<file path="src/include/usb_funnel_cfg.svh">
// offsets, field positions, reset values and timing figures for the funnel
// assumes a 125 MHz aclk and 32-bit AXI4-Lite register access
`ifndef USB_FUNNEL_CFG_SVH
`define USB_FUNNEL_CFG_SVH

// register byte addresses
`define OFS_STATUS_FLAGS 4'h0
`define OFS_STATUS_EN 4'h4
`define OFS_ERROR_FLAGS 4'h8
`define OFS_ERROR_EN 4'hC
// control register lives above the four flag/enable words
`define OFS_CONTROL 5'h10

// status flag group bit positions
`define ST_RESET_BIT 0
`define ST_ERROR_BIT 1
`define ST_ACTIVITY_BIT 2
`define ST_TRANSFER_BIT 3
`define ST_IDLE_BIT 4
`define ST_STALL_BIT 5
`define ST_SOF_BIT 6

// control register bit positions
`define CTL_SUSPEND_BIT 0
`define CTL_PLL_SRC_BIT 1
`define CTL_OPERATIONAL_BIT 2

// reset values
`define FLAGS_RESET 8'h00
`define CTRL_RESET 2'h0

// idle time before the idle flag is raised, in microseconds
`define IDLE_TIME_US 3000
`define CLK_MHZ 125
// more than the idle time, so one cycle past the exact count
`define IDLE_CYCLES ((`IDLE_TIME_US * `CLK_MHZ) + 1)

// axi responses
`define RESP_OKAY 2'h0
`define RESP_SLVERR 2'h2

`endif

</file>
<file path="src/include/usb_funnel_pkg.sv">
// types shared by the event funnel and its flag register slice
// assumes the cfg header supplies offsets and reset values
`default_nettype none

package usb_funnel_pkg;

    // one write strobe from software toward an eight-bit flag group
    typedef struct packed {
        logic set_en;
        logic clr_en;
        logic [7:0] data;
    } flag_write_s;

    // wake-up sequencing after suspend is cleared
    typedef enum logic [1:0] {
        WAKE_RUN = 2'b00,
        WAKE_SUSPENDED = 2'b01,
        WAKE_SYNC = 2'b10
    } wake_state_e;

endpackage

`default_nettype wire

</file>
<file path="src/hw/flag_group_reg.sv">
// eight sticky flag bits: hardware sets, software clears or sets
// assumes set and clear strobes are single-cycle and synchronous to aclk
`default_nettype none

module flag_group_reg #(
    parameter int WIDTH = 8
) (
    // clock and reset
    input wire logic aclk,
    input wire logic aresetn,
    // hardware events and software write
    input wire logic [WIDTH-1:0] hw_set,
    input wire logic [WIDTH-1:0] clr_block,
    input wire usb_funnel_pkg::flag_write_s sw,
    // flag state
    output logic [WIDTH-1:0] flags
);

    logic [WIDTH-1:0] flags_q;
    logic [WIDTH-1:0] flags_d;
    logic [WIDTH-1:0] sw_set;
    logic [WIDTH-1:0] sw_clr;

    // software writes a one to set, a zero to clear; blocked bits hold
    assign sw_set = sw.set_en ? sw.data[WIDTH-1:0] : '0;
    assign sw_clr = sw.clr_en ? (~sw.data[WIDTH-1:0] & ~clr_block) : '0;
    // set beats clear; no hardware self-clear path exists
    assign flags_d = (flags_q & ~sw_clr) | hw_set | sw_set;

    // flag storage
    always_ff @(posedge aclk) begin
        if (!aresetn) begin
            flags_q <= '0;
        end else begin
            flags_q <= flags_d;
        end
    end

    assign flags = flags_q;

endmodule

`default_nettype wire

</file>
<file path="src/hw/usb_event_flag_funnel.sv">
// usb event funnel: status and error flags, enables, idle and wake logic
// assumes an engine giving one-cycle event pulses and an AXI4-Lite master
// Contract
// - clearing the activity flag is ignored while suspended and during sync
// - with pll clocking, module stays down after suspend until lock
// - one activity event when traffic resumes after idle
// - after clear, activity flag not set again until new idle
// - enables only gate propagation; flags always set for polling
// - enabled error flags are ORed into the error summary flag
// - error flags set in the very cycle the condition is seen
// - engine-set flags stay set until firmware clears them
// - any enabled active error flag sets the error summary flag
// - idle flag sets after more than 3 ms without own traffic
// - enabled status flags ORed into one usb interrupt request
// - firmware writes can set any flag bit directly
//
// Register access over AXI4-Lite and the address map were left to the implementer.
`include "usb_funnel_cfg.svh"
`default_nettype none

module usb_event_flag_funnel #(
    parameter int SYNC_CYCLES = 4,
    parameter int IDLE_CYCLES = `IDLE_CYCLES
) (
    // clock and reset
    input wire logic aclk,
    input wire logic aresetn,
    // axi4-lite write address and data
    input wire logic [4:0] s_axi_awaddr,
    input wire logic s_axi_awvalid,
    output logic s_axi_awready,
    input wire logic [31:0] s_axi_wdata,
    input wire logic [3:0] s_axi_wstrb,
    input wire logic s_axi_wvalid,
    output logic s_axi_wready,
    // axi4-lite write response
    output logic [1:0] s_axi_bresp,
    output logic s_axi_bvalid,
    input wire logic s_axi_bready,
    // axi4-lite read
    input wire logic [4:0] s_axi_araddr,
    input wire logic s_axi_arvalid,
    output logic s_axi_arready,
    output logic [31:0] s_axi_rdata,
    output logic [1:0] s_axi_rresp,
    output logic s_axi_rvalid,
    input wire logic s_axi_rready,
    // serial interface engine events as one-cycle pulses; traffic and pll lock as levels
    input wire logic [7:0] status_events,
    input wire logic [7:0] error_events,
    input wire logic bus_traffic,
    input wire logic pll_locked,
    // processor interrupt logic
    output logic usb_interrupt_request,
    output logic suspend_control,
    output logic module_operational
);

    logic aw_held_q;
    logic [4:0] awaddr_q;
    logic w_held_q;
    logic [31:0] wdata_q;
    logic [3:0] wstrb_q;
    logic bvalid_q;
    logic [1:0] bresp_q;
    logic rvalid_q;
    logic [31:0] rdata_q;
    logic [1:0] rresp_q;
    logic [7:0] status_en_q;
    logic [7:0] error_en_q;
    logic [1:0] ctrl_q;
    logic [7:0] status_flags;
    logic [7:0] error_flags;
    logic [31:0] idle_cnt_q;
    logic armed_q;
    logic [15:0] sync_cnt_q;
    usb_funnel_pkg::wake_state_e wake_q;
    usb_funnel_pkg::wake_state_e wake_d;
    usb_funnel_pkg::flag_write_s st_wr;
    usb_funnel_pkg::flag_write_s er_wr;

    // is a byte address one of the mapped words
    function automatic logic mapped(input logic [4:0] a);
        mapped = (a == {1'b0, `OFS_STATUS_FLAGS}) ||
                 (a == {1'b0, `OFS_STATUS_EN}) ||
                 (a == {1'b0, `OFS_ERROR_FLAGS}) ||
                 (a == {1'b0, `OFS_ERROR_EN}) ||
                 (a == `OFS_CONTROL);
    endfunction

    // write happens once both address and data are held
    wire do_write = aw_held_q && w_held_q && !bvalid_q;
    wire wr_lane0 = do_write && wstrb_q[0];
    wire wr_st_flags = wr_lane0 && (awaddr_q == {1'b0, `OFS_STATUS_FLAGS});
    wire wr_st_en = wr_lane0 && (awaddr_q == {1'b0, `OFS_STATUS_EN});
    wire wr_er_flags = wr_lane0 && (awaddr_q == {1'b0, `OFS_ERROR_FLAGS});
    wire wr_er_en = wr_lane0 && (awaddr_q == {1'b0, `OFS_ERROR_EN});
    wire wr_ctrl = wr_lane0 && (awaddr_q == `OFS_CONTROL);

    // handshake outputs
    assign s_axi_awready = !aw_held_q;
    assign s_axi_wready = !w_held_q;
    assign s_axi_bvalid = bvalid_q;
    assign s_axi_bresp = bresp_q;
    assign s_axi_arready = !rvalid_q;
    assign s_axi_rvalid = rvalid_q;
    assign s_axi_rdata = rdata_q;
    assign s_axi_rresp = rresp_q;

    // axi address and data capture
    always_ff @(posedge aclk) begin
        if (!aresetn) begin
            aw_held_q <= 1'b0;
            w_held_q <= 1'b0;
            awaddr_q <= '0;
            wdata_q <= '0;
            wstrb_q <= '0;
        end else begin
            if (s_axi_awvalid && !aw_held_q) begin
                aw_held_q <= 1'b1;
                awaddr_q <= s_axi_awaddr;
            end else if (do_write) begin
                aw_held_q <= 1'b0;
            end
            if (s_axi_wvalid && !w_held_q) begin
                w_held_q <= 1'b1;
                wdata_q <= s_axi_wdata;
                wstrb_q <= s_axi_wstrb;
            end else if (do_write) begin
                w_held_q <= 1'b0;
            end
        end
    end

    // write response
    always_ff @(posedge aclk) begin
        if (!aresetn) begin
            bvalid_q <= 1'b0;
            bresp_q <= `RESP_OKAY;
        end else if (do_write) begin
            bvalid_q <= 1'b1;
            bresp_q <= mapped(awaddr_q) ? `RESP_OKAY : `RESP_SLVERR;
        end else if (s_axi_bready) begin
            bvalid_q <= 1'b0;
        end
    end

    // read data mux
    wire [31:0] rd_word =
        (s_axi_araddr == {1'b0, `OFS_STATUS_FLAGS}) ? {24'h0, status_flags} :
        (s_axi_araddr == {1'b0, `OFS_STATUS_EN}) ? {24'h0, status_en_q} :
        (s_axi_araddr == {1'b0, `OFS_ERROR_FLAGS}) ? {24'h0, error_flags} :
        (s_axi_araddr == {1'b0, `OFS_ERROR_EN}) ? {24'h0, error_en_q} :
        (s_axi_araddr == `OFS_CONTROL) ?
            {29'h0, module_operational, ctrl_q} : 32'h0;

    // read response
    always_ff @(posedge aclk) begin
        if (!aresetn) begin
            rvalid_q <= 1'b0;
            rdata_q <= '0;
            rresp_q <= `RESP_OKAY;
        end else if (s_axi_arvalid && !rvalid_q) begin
            rvalid_q <= 1'b1;
            rdata_q <= rd_word;
            rresp_q <= mapped(s_axi_araddr) ? `RESP_OKAY : `RESP_SLVERR;
        end else if (s_axi_rready) begin
            rvalid_q <= 1'b0;
        end
    end

    // enable and control registers
    always_ff @(posedge aclk) begin
        if (!aresetn) begin
            status_en_q <= `FLAGS_RESET;
            error_en_q <= `FLAGS_RESET;
            ctrl_q <= `CTRL_RESET;
        end else begin
            if (wr_st_en) begin
                status_en_q <= wdata_q[7:0];
            end
            if (wr_er_en) begin
                error_en_q <= wdata_q[7:0];
            end
            if (wr_ctrl) begin
                ctrl_q <= wdata_q[1:0];
            end
        end
    end

    assign suspend_control = ctrl_q[`CTL_SUSPEND_BIT];

    // wake sequencing: suspended, then a fixed sync delay
    always_comb begin
        wake_d = wake_q;
        case (wake_q)
            usb_funnel_pkg::WAKE_RUN: begin
                if (suspend_control) begin
                    wake_d = usb_funnel_pkg::WAKE_SUSPENDED;
                end
            end
            usb_funnel_pkg::WAKE_SUSPENDED: begin
                if (!suspend_control) begin
                    wake_d = usb_funnel_pkg::WAKE_SYNC;
                end
            end
            usb_funnel_pkg::WAKE_SYNC: begin
                if (suspend_control) begin
                    wake_d = usb_funnel_pkg::WAKE_SUSPENDED;
                end else if (sync_cnt_q >= 16'(SYNC_CYCLES - 1)) begin
                    wake_d = usb_funnel_pkg::WAKE_RUN;
                end
            end
            default: wake_d = usb_funnel_pkg::WAKE_RUN;
        endcase
    end

    // wake state and sync counter
    always_ff @(posedge aclk) begin
        if (!aresetn) begin
            wake_q <= usb_funnel_pkg::WAKE_RUN;
            sync_cnt_q <= '0;
        end else begin
            wake_q <= wake_d;
            sync_cnt_q <= (wake_q == usb_funnel_pkg::WAKE_SYNC) ?
                sync_cnt_q + 16'h1 : 16'h0;
        end
    end

    // activity clear is blocked outside normal running, and already in
    // the first cycle of suspend before the wake state has caught up
    wire act_clr_block = suspend_control ||
        (wake_q != usb_funnel_pkg::WAKE_RUN);

    // pll-clocked module waits for lock after suspend
    assign module_operational = !suspend_control &&
        (!ctrl_q[`CTL_PLL_SRC_BIT] || pll_locked);

    // idle timer counts cycles without own traffic
    wire idle_hit = (idle_cnt_q == 32'(IDLE_CYCLES - 1)) && !bus_traffic;
    always_ff @(posedge aclk) begin
        if (!aresetn) begin
            idle_cnt_q <= '0;
            armed_q <= 1'b0;
        end else begin
            if (bus_traffic) begin
                idle_cnt_q <= '0;
            // stop one past the threshold so the hit fires once per idle
            end else if (idle_cnt_q != 32'(IDLE_CYCLES)) begin
                idle_cnt_q <= idle_cnt_q + 32'h1;
            end
            // one activity event per idle period
            if (idle_hit) begin
                armed_q <= 1'b1;
            end else if (bus_traffic) begin
                armed_q <= 1'b0;
            end
        end
    end

    // single-cycle idle event at the threshold
    wire idle_event = idle_hit;
    wire act_event = armed_q && bus_traffic;

    // hardware sets for each group, error bits set the cycle seen
    wire [7:0] st_hw = status_events |
        (8'(act_event) << `ST_ACTIVITY_BIT) |
        (8'(idle_event) << `ST_IDLE_BIT) |
        (8'(|(error_flags & error_en_q)) << `ST_ERROR_BIT);
    wire [7:0] st_block = 8'(act_clr_block) << `ST_ACTIVITY_BIT;

    assign st_wr = '{set_en: wr_st_flags, clr_en: wr_st_flags,
                     data: wdata_q[7:0]};
    assign er_wr = '{set_en: wr_er_flags, clr_en: wr_er_flags,
                     data: wdata_q[7:0]};

    // status flag group
    flag_group_reg #(.WIDTH(8)) u_status (
        .aclk(aclk),
        .aresetn(aresetn),
        .hw_set(st_hw),
        .clr_block(st_block),
        .sw(st_wr),
        .flags(status_flags)
    );

    // error flag group
    flag_group_reg #(.WIDTH(8)) u_error (
        .aclk(aclk),
        .aresetn(aresetn),
        .hw_set(error_events),
        .clr_block(8'h00),
        .sw(er_wr),
        .flags(error_flags)
    );

    // funnel of enabled status flags to the processor
    assign usb_interrupt_request = |(status_flags & status_en_q);

endmodule

`default_nettype wire

</file>
<file path="config.mk">
export PLATFORM = sky130hd
export DESIGN_NAME = usb_event_flag_funnel
export DESIGN_NICKNAME = d
export VERILOG_FILES = /design/src/include/usb_funnel_pkg.sv /design/src/hw/flag_group_reg.sv /design/src/hw/usb_event_flag_funnel.sv
export VERILOG_INCLUDE_DIRS = /design/src /design/src/include
export SDC_FILE = /design/constraint.sdc
export NUM_CORES = 1
export LEC_CHECK = 0
export BUFFER_PORTS_ARGS = -buffer_cell sky130_fd_sc_hd__buf_2
export CORE_MARGIN = 4
export CORE_UTILIZATION = 35
export DETAILED_ROUTE_END_ITERATION = 10
export GPL_TIMING_DRIVEN = 0
export SLEW_MARGIN = 20
export SYNTH_ARGS = -nofsm -noshare
export SYNTH_HDL_FRONTEND = slang
export SYNTH_SLANG_ARGS = --single-unit
</file>
<file path="constraint.sdc">
create_clock -name aclk -period 5.5 [get_ports aclk]
set_input_delay 1.375 -clock aclk [delete_from_list [all_inputs] [get_ports aclk]]
set_output_delay 1.375 -clock aclk [all_outputs]
set_load 0.01 [all_outputs]
</file>
==> impl_summary.txt, run 1 <==
----------------------------------------------------
[Timing]
  Period utilization ... 0.585
  Worst setup skew after layout ... 0.00953 ns
  Setup Viol. Count Final ... 0
  Clock period minus final worst setup slack ... 3.22 ns
  Max Fclk ... 311 MHz
  Least-Margin Pin Slew ... 0.777 ns
  Final hold violation count ... 0
  Max Slew Vio Count ... 0
  Final TNS setup ... 0 ns
  Worst Hold Slack ... ~0.48 ns
  Unrepaired setup endpoints after global routing ... false
  Worst slew margin relative to its limit ... 0.475

[CTS]
  Clock tree root driver cell ... sky130_fd_sc_hd__clkbuf_16
  Buffer count from post-CTS setup fixing ... 0
  Longest Clk Path Bufs ... 2
  Htree depth ... 4
  Post-CTS sizing ... 0
  Number of buffers created by CTS ... 17
  Latest clock arrival within the worst-skew pair ... between 0.4 and 0.5 ns
  CTS tree ... yes
  Clock transition time at the flip-flop clock pins of the worst setup and hold paths ... around 0.05 ns
  Hold buffers post-CTS ... 0
  Number of clock sinks ... ~110

[Placed design]
  PortBufs ... 60
  Detail Placement HPWL ... between 10,000 and 15,000 microns
  Final Wtd Congestion ... between 0.8 and 0.9

[Pwr]
  Static Leakage ... between 2 and 3 nW
  Combinational power share ... 0.060
  Switch Pwr ... slightly above 500 uW
  Internal power ... 1.56 mW
  PwrDens ... between 300 and 400 mW/mm^2
  Peak supply drop ... about 0.26 mV
  Portion of total power attributed to sequential cells ... 0.417
  Portion of total power attributed to the clock network ... 0.523
  Sw frac ... 0.244

[Floorplanning]
  Die area ... 0.0173 sq mm
  Number of top-level pins ... 115
  Die W ... roughly 130 microns
  Starting density of the core ... 0.363
  Std cell rows ... 44
  Die Span Y ... 131 microns
  Core Region ... ~0.015 sq mm

[Synth]
  Syn Area/Cell ... between 8 and 9 sq um
  Cell count after synthesis ... a little over 600
  Leading area contributor after synthesis ... sky130_fd_sc_hd__dfxtp_1
  Synthesized flop and latch total ... about 110
  Sequential share of the synthesized area ... 0.425
  Largest cells by area after synthesis ... sky130_fd_sc_hd__dfxtp_1, sky130_fd_sc_hd__mux2i_1, sky130_fd_sc_hd__a21oi_1
  Commonest cells in the netlist ... sky130_fd_sc_hd__dfxtp_1, sky130_fd_sc_hd__nor2_1, sky130_fd_sc_hd__a21oi_1
  Proportion of netlist area held by the largest area contributor ... 0.425
  Number of warnings printed during yosys synthesis ... 0
  Most common cell in the synthesized netlist ... sky130_fd_sc_hd__dfxtp_1
  Mapped cell area ... between 0.005 and 0.006 sq mm
  Number of distinct library cells after synthesis ... 55
  Share of async-settable or async-resettable flops after synthesis ... 0
  Number of enable flip-flop cells after synthesis ... 0
  Primary flip-flop cell chosen by synthesis mapping ... sky130_fd_sc_hd__dfxtp_1

[Setup path]
  Largest incremental delay on the critical path ... 0.19 ns
  Start of the worst register-to-register path ... awaddr_q[4]
  Arrival time of the worst setup path ... approximately 1.8 ns
  Path depth of the worst reg2reg path ... 4
  Worst path top cell family by delay ... buffers and inverters
  Slowest library cell on the worst path ... sky130_fd_sc_hd__a21oi_1
  Critical path data required time ... 4.12 ns
  Worst R2R Setup Slack ... 3.24 ns
  Critical Path Most Common Cell ... sky130_fd_sc_hd__buf_2
  Type of the setup path with the least slack ... input port to output pin
  Reg-to-reg critical path endpoint ... u_status.flags[2]
  Cell-by-cell listing of the critical path ... buf_2 > inv_1 > a21oi_1 > buf_2
  Worst Path Buf+Inv ... 3
  Setup crit end kind ... output pin
  Kind of launch point of the worst setup path ... input port
  Crit Path Max Fanout ... 2

[Drt]
  Remaining routing DRC violations ... 0
  DRC marker count from the first detailed-route iteration ... approximately 350
  First-pass DRT Iterations ... 5
  Mean routed wirelength per cell ... between 10 and 15 microns
  Via total after detailed routing ... 4,772
  Vias per cell ... roughly 5.2
  Remaining number of nets flagged by the antenna check after routing ... 0
  Detailed Route WL ... 13,700 microns

[GRT]
  Global route overflow ... 0
  Vias in the first global route ... ~4,600
  Global routing usage summed across all routing layers ... 0.160
  Initial antenna violation count ... 0
  Pin count of the biggest net entering global routing ... 17
  Global-route wire length before repair ... between 20,000 and 25,000 microns

[Layout]
  Share of cells above drive strength 1 ... 0.178
  Number of filler instances in the final layout ... 1,442
  N_diodes ... 0
  Final #Nets ... 796
  Area growth, synth to finish ... 22.8%

[Worst hold path]
  Number of cells on the worst hold path ... 1
  Start point of the worst min-delay path ... armed_q
  Min-Delay Endpoint ... armed_q
  Worst hold path type ... register to register

[Job]
  Total of max-cap violations ... 0

[Outcome]
  Outcome ... finished, final reports clean

----------------------------------------------------
==> worst max path at each step <==
stage / startpoint / cells past startpoint / slack [ns] / end
finish: pll_locked / 4 / 2.28 / module_operational
global route: pll_locked / 4 / 2.26 / module_operational
CTS: pll_locked / 4 / 2.29 / module_operational
detailed placement: pll_locked / 4 / 2.29 / module_operational
global placement: pll_locked / 4 / 2.29 / module_operational
floorplan: pll_locked / 2 / 2.47 / module_operational
==> per-layer routing <==
| metal | part of all wire | vias to the layer above | track usage | wire, microns |
|---|---|---|---|---|
| met2 | 0.47 | 152 | 0.262 | 6370 |
| met1 | 0.45 | 2215 | 0.198 | 6180 |
| li1 | - | 2372 | - | - |
| met3 | 0.053 | 33 | 0.0413 | 724 |
| met5 | 0 | - | 0 | 0 |
| met4 | 0.027 | 0 | 0.0758 | 375 |
==> registers in the layout (all words and copies together) (netlist names), 2 cells and up <==
signal,flops
u_status.flags,8
awaddr_q,5
ctrl_q,2
error_en_q,8
wake_q,2
s_axi_rdata,8
wdata_q,8
status_en_q,8
sync_cnt_q,16
u_error.flags,8
idle_cnt_q,32
==> metrics by stage <==
step / worst slack (ns) / power, mW / instance area, sq um / cells / utilization
detailed placement: 2.29 / 1.00 / 5950 / 886 / 0.405
finish: 2.28 / 2.07 / 6540 / 918 / 0.445
CTS: 2.29 / 2.09 / 6540 / 918 / 0.445
global placement: 2.29 / 1.00 / 5950 / 886 / 0.405
global route: 2.26 / 2.14 / 6540 / 918 / 0.445
floorplan: 2.47 / 0.955 / 5420 / 642 / -
==> final cells by class <==
type | count | area (sq um) | share of cell area
buffer | 55 | 308 | 0.0471
clock buffer | 17 | 425 | 0.0650
clock inverter | 15 | 163 | 0.0249
inverter | 28 | 105 | 0.0161
multi-input combinational | 446 | 2750 | 0.420
sequential | 113 | 2260 | 0.346
tap | 184 | 230 | 0.0352
timing repair buffer | 60 | 300 | 0.0459
==> cells in the final DEF, fill, tap and decap left out, types with 5 or more instances in the layout <==
| master | Yosys | layout |
|---|---|---|
| sky130_fd_sc_hd__dfxtp_1 | 113 | 113 |
| sky130_fd_sc_hd__nor2_1 | 67 | 67 |
| sky130_fd_sc_hd__buf_2 | 3 | 63 |
| sky130_fd_sc_hd__a21oi_1 | 53 | 53 |
| sky130_fd_sc_hd__mux2i_1 | 50 | 50 |
| sky130_fd_sc_hd__nand2_1 | 49 | 49 |
| sky130_fd_sc_hd__inv_1 | 27 | 27 |
| sky130_fd_sc_hd__buf_4 | 26 | 26 |
| sky130_fd_sc_hd__conb_1 | 1 | 26 |
| sky130_fd_sc_hd__clkbuf_1 | 23 | 23 |
| sky130_fd_sc_hd__nand4_1 | 18 | 18 |
| sky130_fd_sc_hd__o21ai_0 | 18 | 18 |
| sky130_fd_sc_hd__nor4_1 | 17 | 17 |
| sky130_fd_sc_hd__clkbuf_16 | 0 | 17 |
| sky130_fd_sc_hd__nand3_1 | 16 | 16 |
| sky130_fd_sc_hd__xor2_1 | 15 | 15 |
| sky130_fd_sc_hd__or4_1 | 13 | 13 |
| sky130_fd_sc_hd__o31ai_1 | 9 | 9 |
| sky130_fd_sc_hd__xnor2_1 | 8 | 8 |
| sky130_fd_sc_hd__and4_1 | 8 | 8 |
| sky130_fd_sc_hd__or3_1 | 8 | 8 |
| sky130_fd_sc_hd__a221oi_1 | 8 | 8 |
| sky130_fd_sc_hd__nor2b_1 | 7 | 7 |
| sky130_fd_sc_hd__clkinvlp_4 | 0 | 6 |
| sky130_fd_sc_hd__and3_1 | 5 | 5 |
==> cells by family after synthesis <==
group | share of synthesized area
and+or+nand+nor | 0.231
muxes | 0.0939
xor gates and xnor gates | 0.0378
DFF | 0.425
adders and majority gates | 0.00939
AOI/OAI and AO/OA | 0.125
buffers and inverters | 0.0775
other | 0.000704
==> power groups by stage <==
stage,combinational (mW),sequential (mW),clock [mW]
floorplan,0.0808,0.875,0
global placement,0.121,0.879,0
detailed placement,0.123,0.880,0
CTS,0.124,0.863,1.10
global route,0.140,0.866,1.14
finish,0.124,0.863,1.08
==> worst register-to-register path, cell delays in order (launching register included) <==
cell and delay, ns:
sky130_fd_sc_hd__dfxtp_1 0.33, sky130_fd_sc_hd__nor4b_1 0.69, sky130_fd_sc_hd__nand3_1 0.58, sky130_fd_sc_hd__o41ai_1 0.43, sky130_fd_sc_hd__a21oi_1 0.11
Note: power is estimated with default switching activity, not from simulation.
==> run 2, diff against run 1 <==
- ABC_AREA: unset -> 1
- clock period: 5.5 -> 3 ns (I/O delays scaled with it)
==> run 2 against run 1 <==
  * Power rose by 90%
  * Combinational power rose by 130%
  * Global-route usage rose by 0.73 points
  * Largest power group unchanged
==> impl_summary.txt, run 2 <==
----------------------------------------------------
[Timing]
  Unrepaired setup endpoints after global routing ... false
  Least-Margin Pin Slew ... between 0.6 and 0.7 ns
  Final TNS setup ... 0 ns
  Clock period minus final worst setup slack ... ~2.2 ns
  Final hold violation count ... 0
  Max Slew Vio Count ... 0
  Post-route setup slack ... approximately 0.78 ns
  Worst slew margin relative to its limit ... 0.573
  Max Fclk ... 450 MHz
  Worst setup skew after layout ... 0.00734 ns
  Setup Viol. Count Final ... 0
  Period utilization ... 0.741

[Floorplanning]
  Core Region ... around 0.017 sq mm
  Starting density of the core ... 0.357
  Std cell rows ... 47
  Die W ... between 100 and 150 microns
  Die area ... between 0.015 and 0.02 sq mm
  Die Span Y ... roughly 140 microns
  Number of top-level pins ... approximately 120

[Synth]
  Leading area contributor after synthesis ... sky130_fd_sc_hd__dfxtp_1
  Primary flip-flop cell chosen by synthesis mapping ... sky130_fd_sc_hd__dfxtp_1
  Largest cells by area after synthesis ... sky130_fd_sc_hd__dfxtp_1, sky130_fd_sc_hd__nand2_1, sky130_fd_sc_hd__a21oi_1
  Share of async-settable or async-resettable flops after synthesis ... 0
  Cell count after synthesis ... roughly 850
  Synthesized flop and latch total ... between 100 and 150
  Commonest cells in the netlist ... sky130_fd_sc_hd__nand2_1, sky130_fd_sc_hd__dfxtp_1, sky130_fd_sc_hd__inv_1
  Syn Area/Cell ... roughly 7.0 sq um
  Number of enable flip-flop cells after synthesis ... 0
  Sequential share of the synthesized area ... 0.380
  Proportion of netlist area held by the largest area contributor ... 0.380
  Number of warnings printed during yosys synthesis ... 0
  Number of distinct library cells after synthesis ... between 40 and 50
  Mapped cell area ... 0.00595 sq mm
  Most common cell in the synthesized netlist ... sky130_fd_sc_hd__nand2_1

[CTS]
  Buffer count from post-CTS setup fixing ... 0
  Number of clock sinks ... roughly 110
  Number of buffers created by CTS ... 17
  Post-CTS sizing ... 0
  CTS tree ... yes
  Clock transition time at the flip-flop clock pins of the worst setup and hold paths ... approximately 0.05 ns
  Hold buffers post-CTS ... 0
  Longest Clk Path Bufs ... 2
  Htree depth ... 4
  Clock tree root driver cell ... sky130_fd_sc_hd__clkbuf_16
  Latest clock arrival within the worst-skew pair ... between 0.4 and 0.5 ns

[Placed design]
  Setup slack at placement ... ~0.91 ns
  Detail Placement HPWL ... 12,200 microns
  Placed Area ... 0.00662 sq mm
  Final Wtd Congestion ... approximately 0.9
  PortBufs ... 60

[Drt]
  Remaining routing DRC violations ... 0
  DRC marker count from the first detailed-route iteration ... roughly 340
  Via total after detailed routing ... approximately 5,600
  Vias per cell ... roughly 4.7
  Remaining number of nets flagged by the antenna check after routing ... 0
  Detailed Route WL ... ~16,000 microns
  Mean routed wirelength per cell ... ~13 microns
  First-pass DRT Iterations ... 5

[Layout]
  Commonest non-fill, non-tap cell in the layout ... sky130_fd_sc_hd__nand2_1
  Number of filler instances in the final layout ... 1,744
  Post-route cell area ... 0.00723 sq mm
  Regs by FF count ... idle_cnt_q: 32 flops, sync_cnt_q: 16 flops
  Biggest register ... idle_cnt_q
  Area growth, synth to finish ... 21.6%
  Share of cells above drive strength 1 ... 0.204
  Commonest cells after routing, fill and taps aside ... sky130_fd_sc_hd__nand2_1, sky130_fd_sc_hd__dfxtp_1, sky130_fd_sc_hd__inv_1, sky130_fd_sc_hd__a21oi_1, sky130_fd_sc_hd__nor2_1
  Final #Nets ... around 1,000
  Max FFs per register ... 32
  N_diodes ... 0

[Outcome]
  Outcome ... finished, final reports clean

[GRT]
  Vias in the first global route ... roughly 5,400
  Pin count of the biggest net entering global routing ... 17
  Global routing usage summed across all routing layers ... 0.167
  Global-route wire length before repair ... 26,300 microns
  Initial antenna violation count ... 1
  Global route overflow ... 0

[Setup path]
  Kind of launch point of the worst setup path ... register
  Crit Path Max Fanout ... 3
  Arrival time of the worst setup path ... between 1 and 1.5 ns
  Setup crit end kind ... output pin
  Type of the setup path with the least slack ... register to output pin
  Critical path data required time ... around 2.3 ns

[Job]
  Total of max-cap violations ... 0

[Pwr]
  PwrDens ... about 550 mW/mm^2
  Peak supply drop ... between 0.4 and 0.5 mV
  Static Leakage ... between 2 and 3 nW

[Worst hold path]
  Worst hold path type ... register to register

----------------------------------------------------
[run 2: per-layer routing]
metal,up-vias,GRT usage,part of all wire
met1,2483,0.215,0.46
met4,2,0.0562,0.017
li1,2930,-,-
met2,129,0.279,0.47
met5,-,0,0.00077
met3,22,0.0383,0.052
[run 2: cell type report]
type                    instances  area [sq um]  share of cell area
clock buffers                  20           457              0.0632
multi-input cells             588          3030               0.419
well taps                     220           275              0.0381
plain buffers                  42           277              0.0382
flip-flops and latches        113          2260               0.313
inverters                     127           477              0.0659
repair buffers                 60           300              0.0415
clock inverters                12           156              0.0216
[run 2: through the flow]
stage          hold WS (ns)   util  std cells  total power, mW
2_1_floorplan         0.418      -        870             1.80
3_3_place_gp          0.433  0.398       1150             1.89
3_5_place_dp          0.442  0.398       1150             1.89
4_1_cts               0.452  0.434       1182             3.98
5_1_grt               0.466  0.434       1182             4.09
6_report              0.447  0.434       1182             3.94
[run 2: final timing paths]
| path | slack, ns | endpoint | depth (start not counted) | startpoint |
|---|---|---|---|---|
| worst min-delay path | 0.45 | sync_cnt_q[0] | 1 | sync_cnt_q[0] |
| worst max-delay path | 0.78 | usb_interrupt_request | 5 | u_status.flags[4] |
| worst max register to register | 1.36 | idle_cnt_q[16] | 7 | idle_cnt_q[0] |
| worst min register to register | 0.45 | sync_cnt_q[0] | 1 | sync_cnt_q[0] |
[run 2: critical path, cell delays in order, from the launching register on]
cell and delay (ns):
sky130_fd_sc_hd__dfxtp_1 0.34, sky130_fd_sc_hd__nand2_1 0.08, sky130_fd_sc_hd__nand3_1 0.08, sky130_fd_sc_hd__a221oi_1 0.24, sky130_fd_sc_hd__o2111ai_1 0.14, sky130_fd_sc_hd__buf_2 0.17
[run 2: kinds of logic (layout without fill, tap and decap cells)]
logic type / count (synthesis) / in the layout / share of synthesized area
and+or+nand+nor: 377 / 377 / 0.320
AOI/OAI and AO/OA: 176 / 176 / 0.156
buffers and inverters: 169 / 261 / 0.127
DFF: 113 / 113 / 0.380
xor gates and xnor gates: 5 / 5 / 0.00736
adders and majority gates: 4 / 4 / 0.00841
other: 1 / 26 / 0.000630
[run 2: where the power goes]
| group | internal [mW] | switching (mW) | total, mW |
|---|---|---|---|
| Sequential | 1.55 | 0.0332 | 1.58 |
| Combinational | 0.104 | 0.179 | 0.283 |
| Clock | 1.35 | 0.726 | 2.08 |
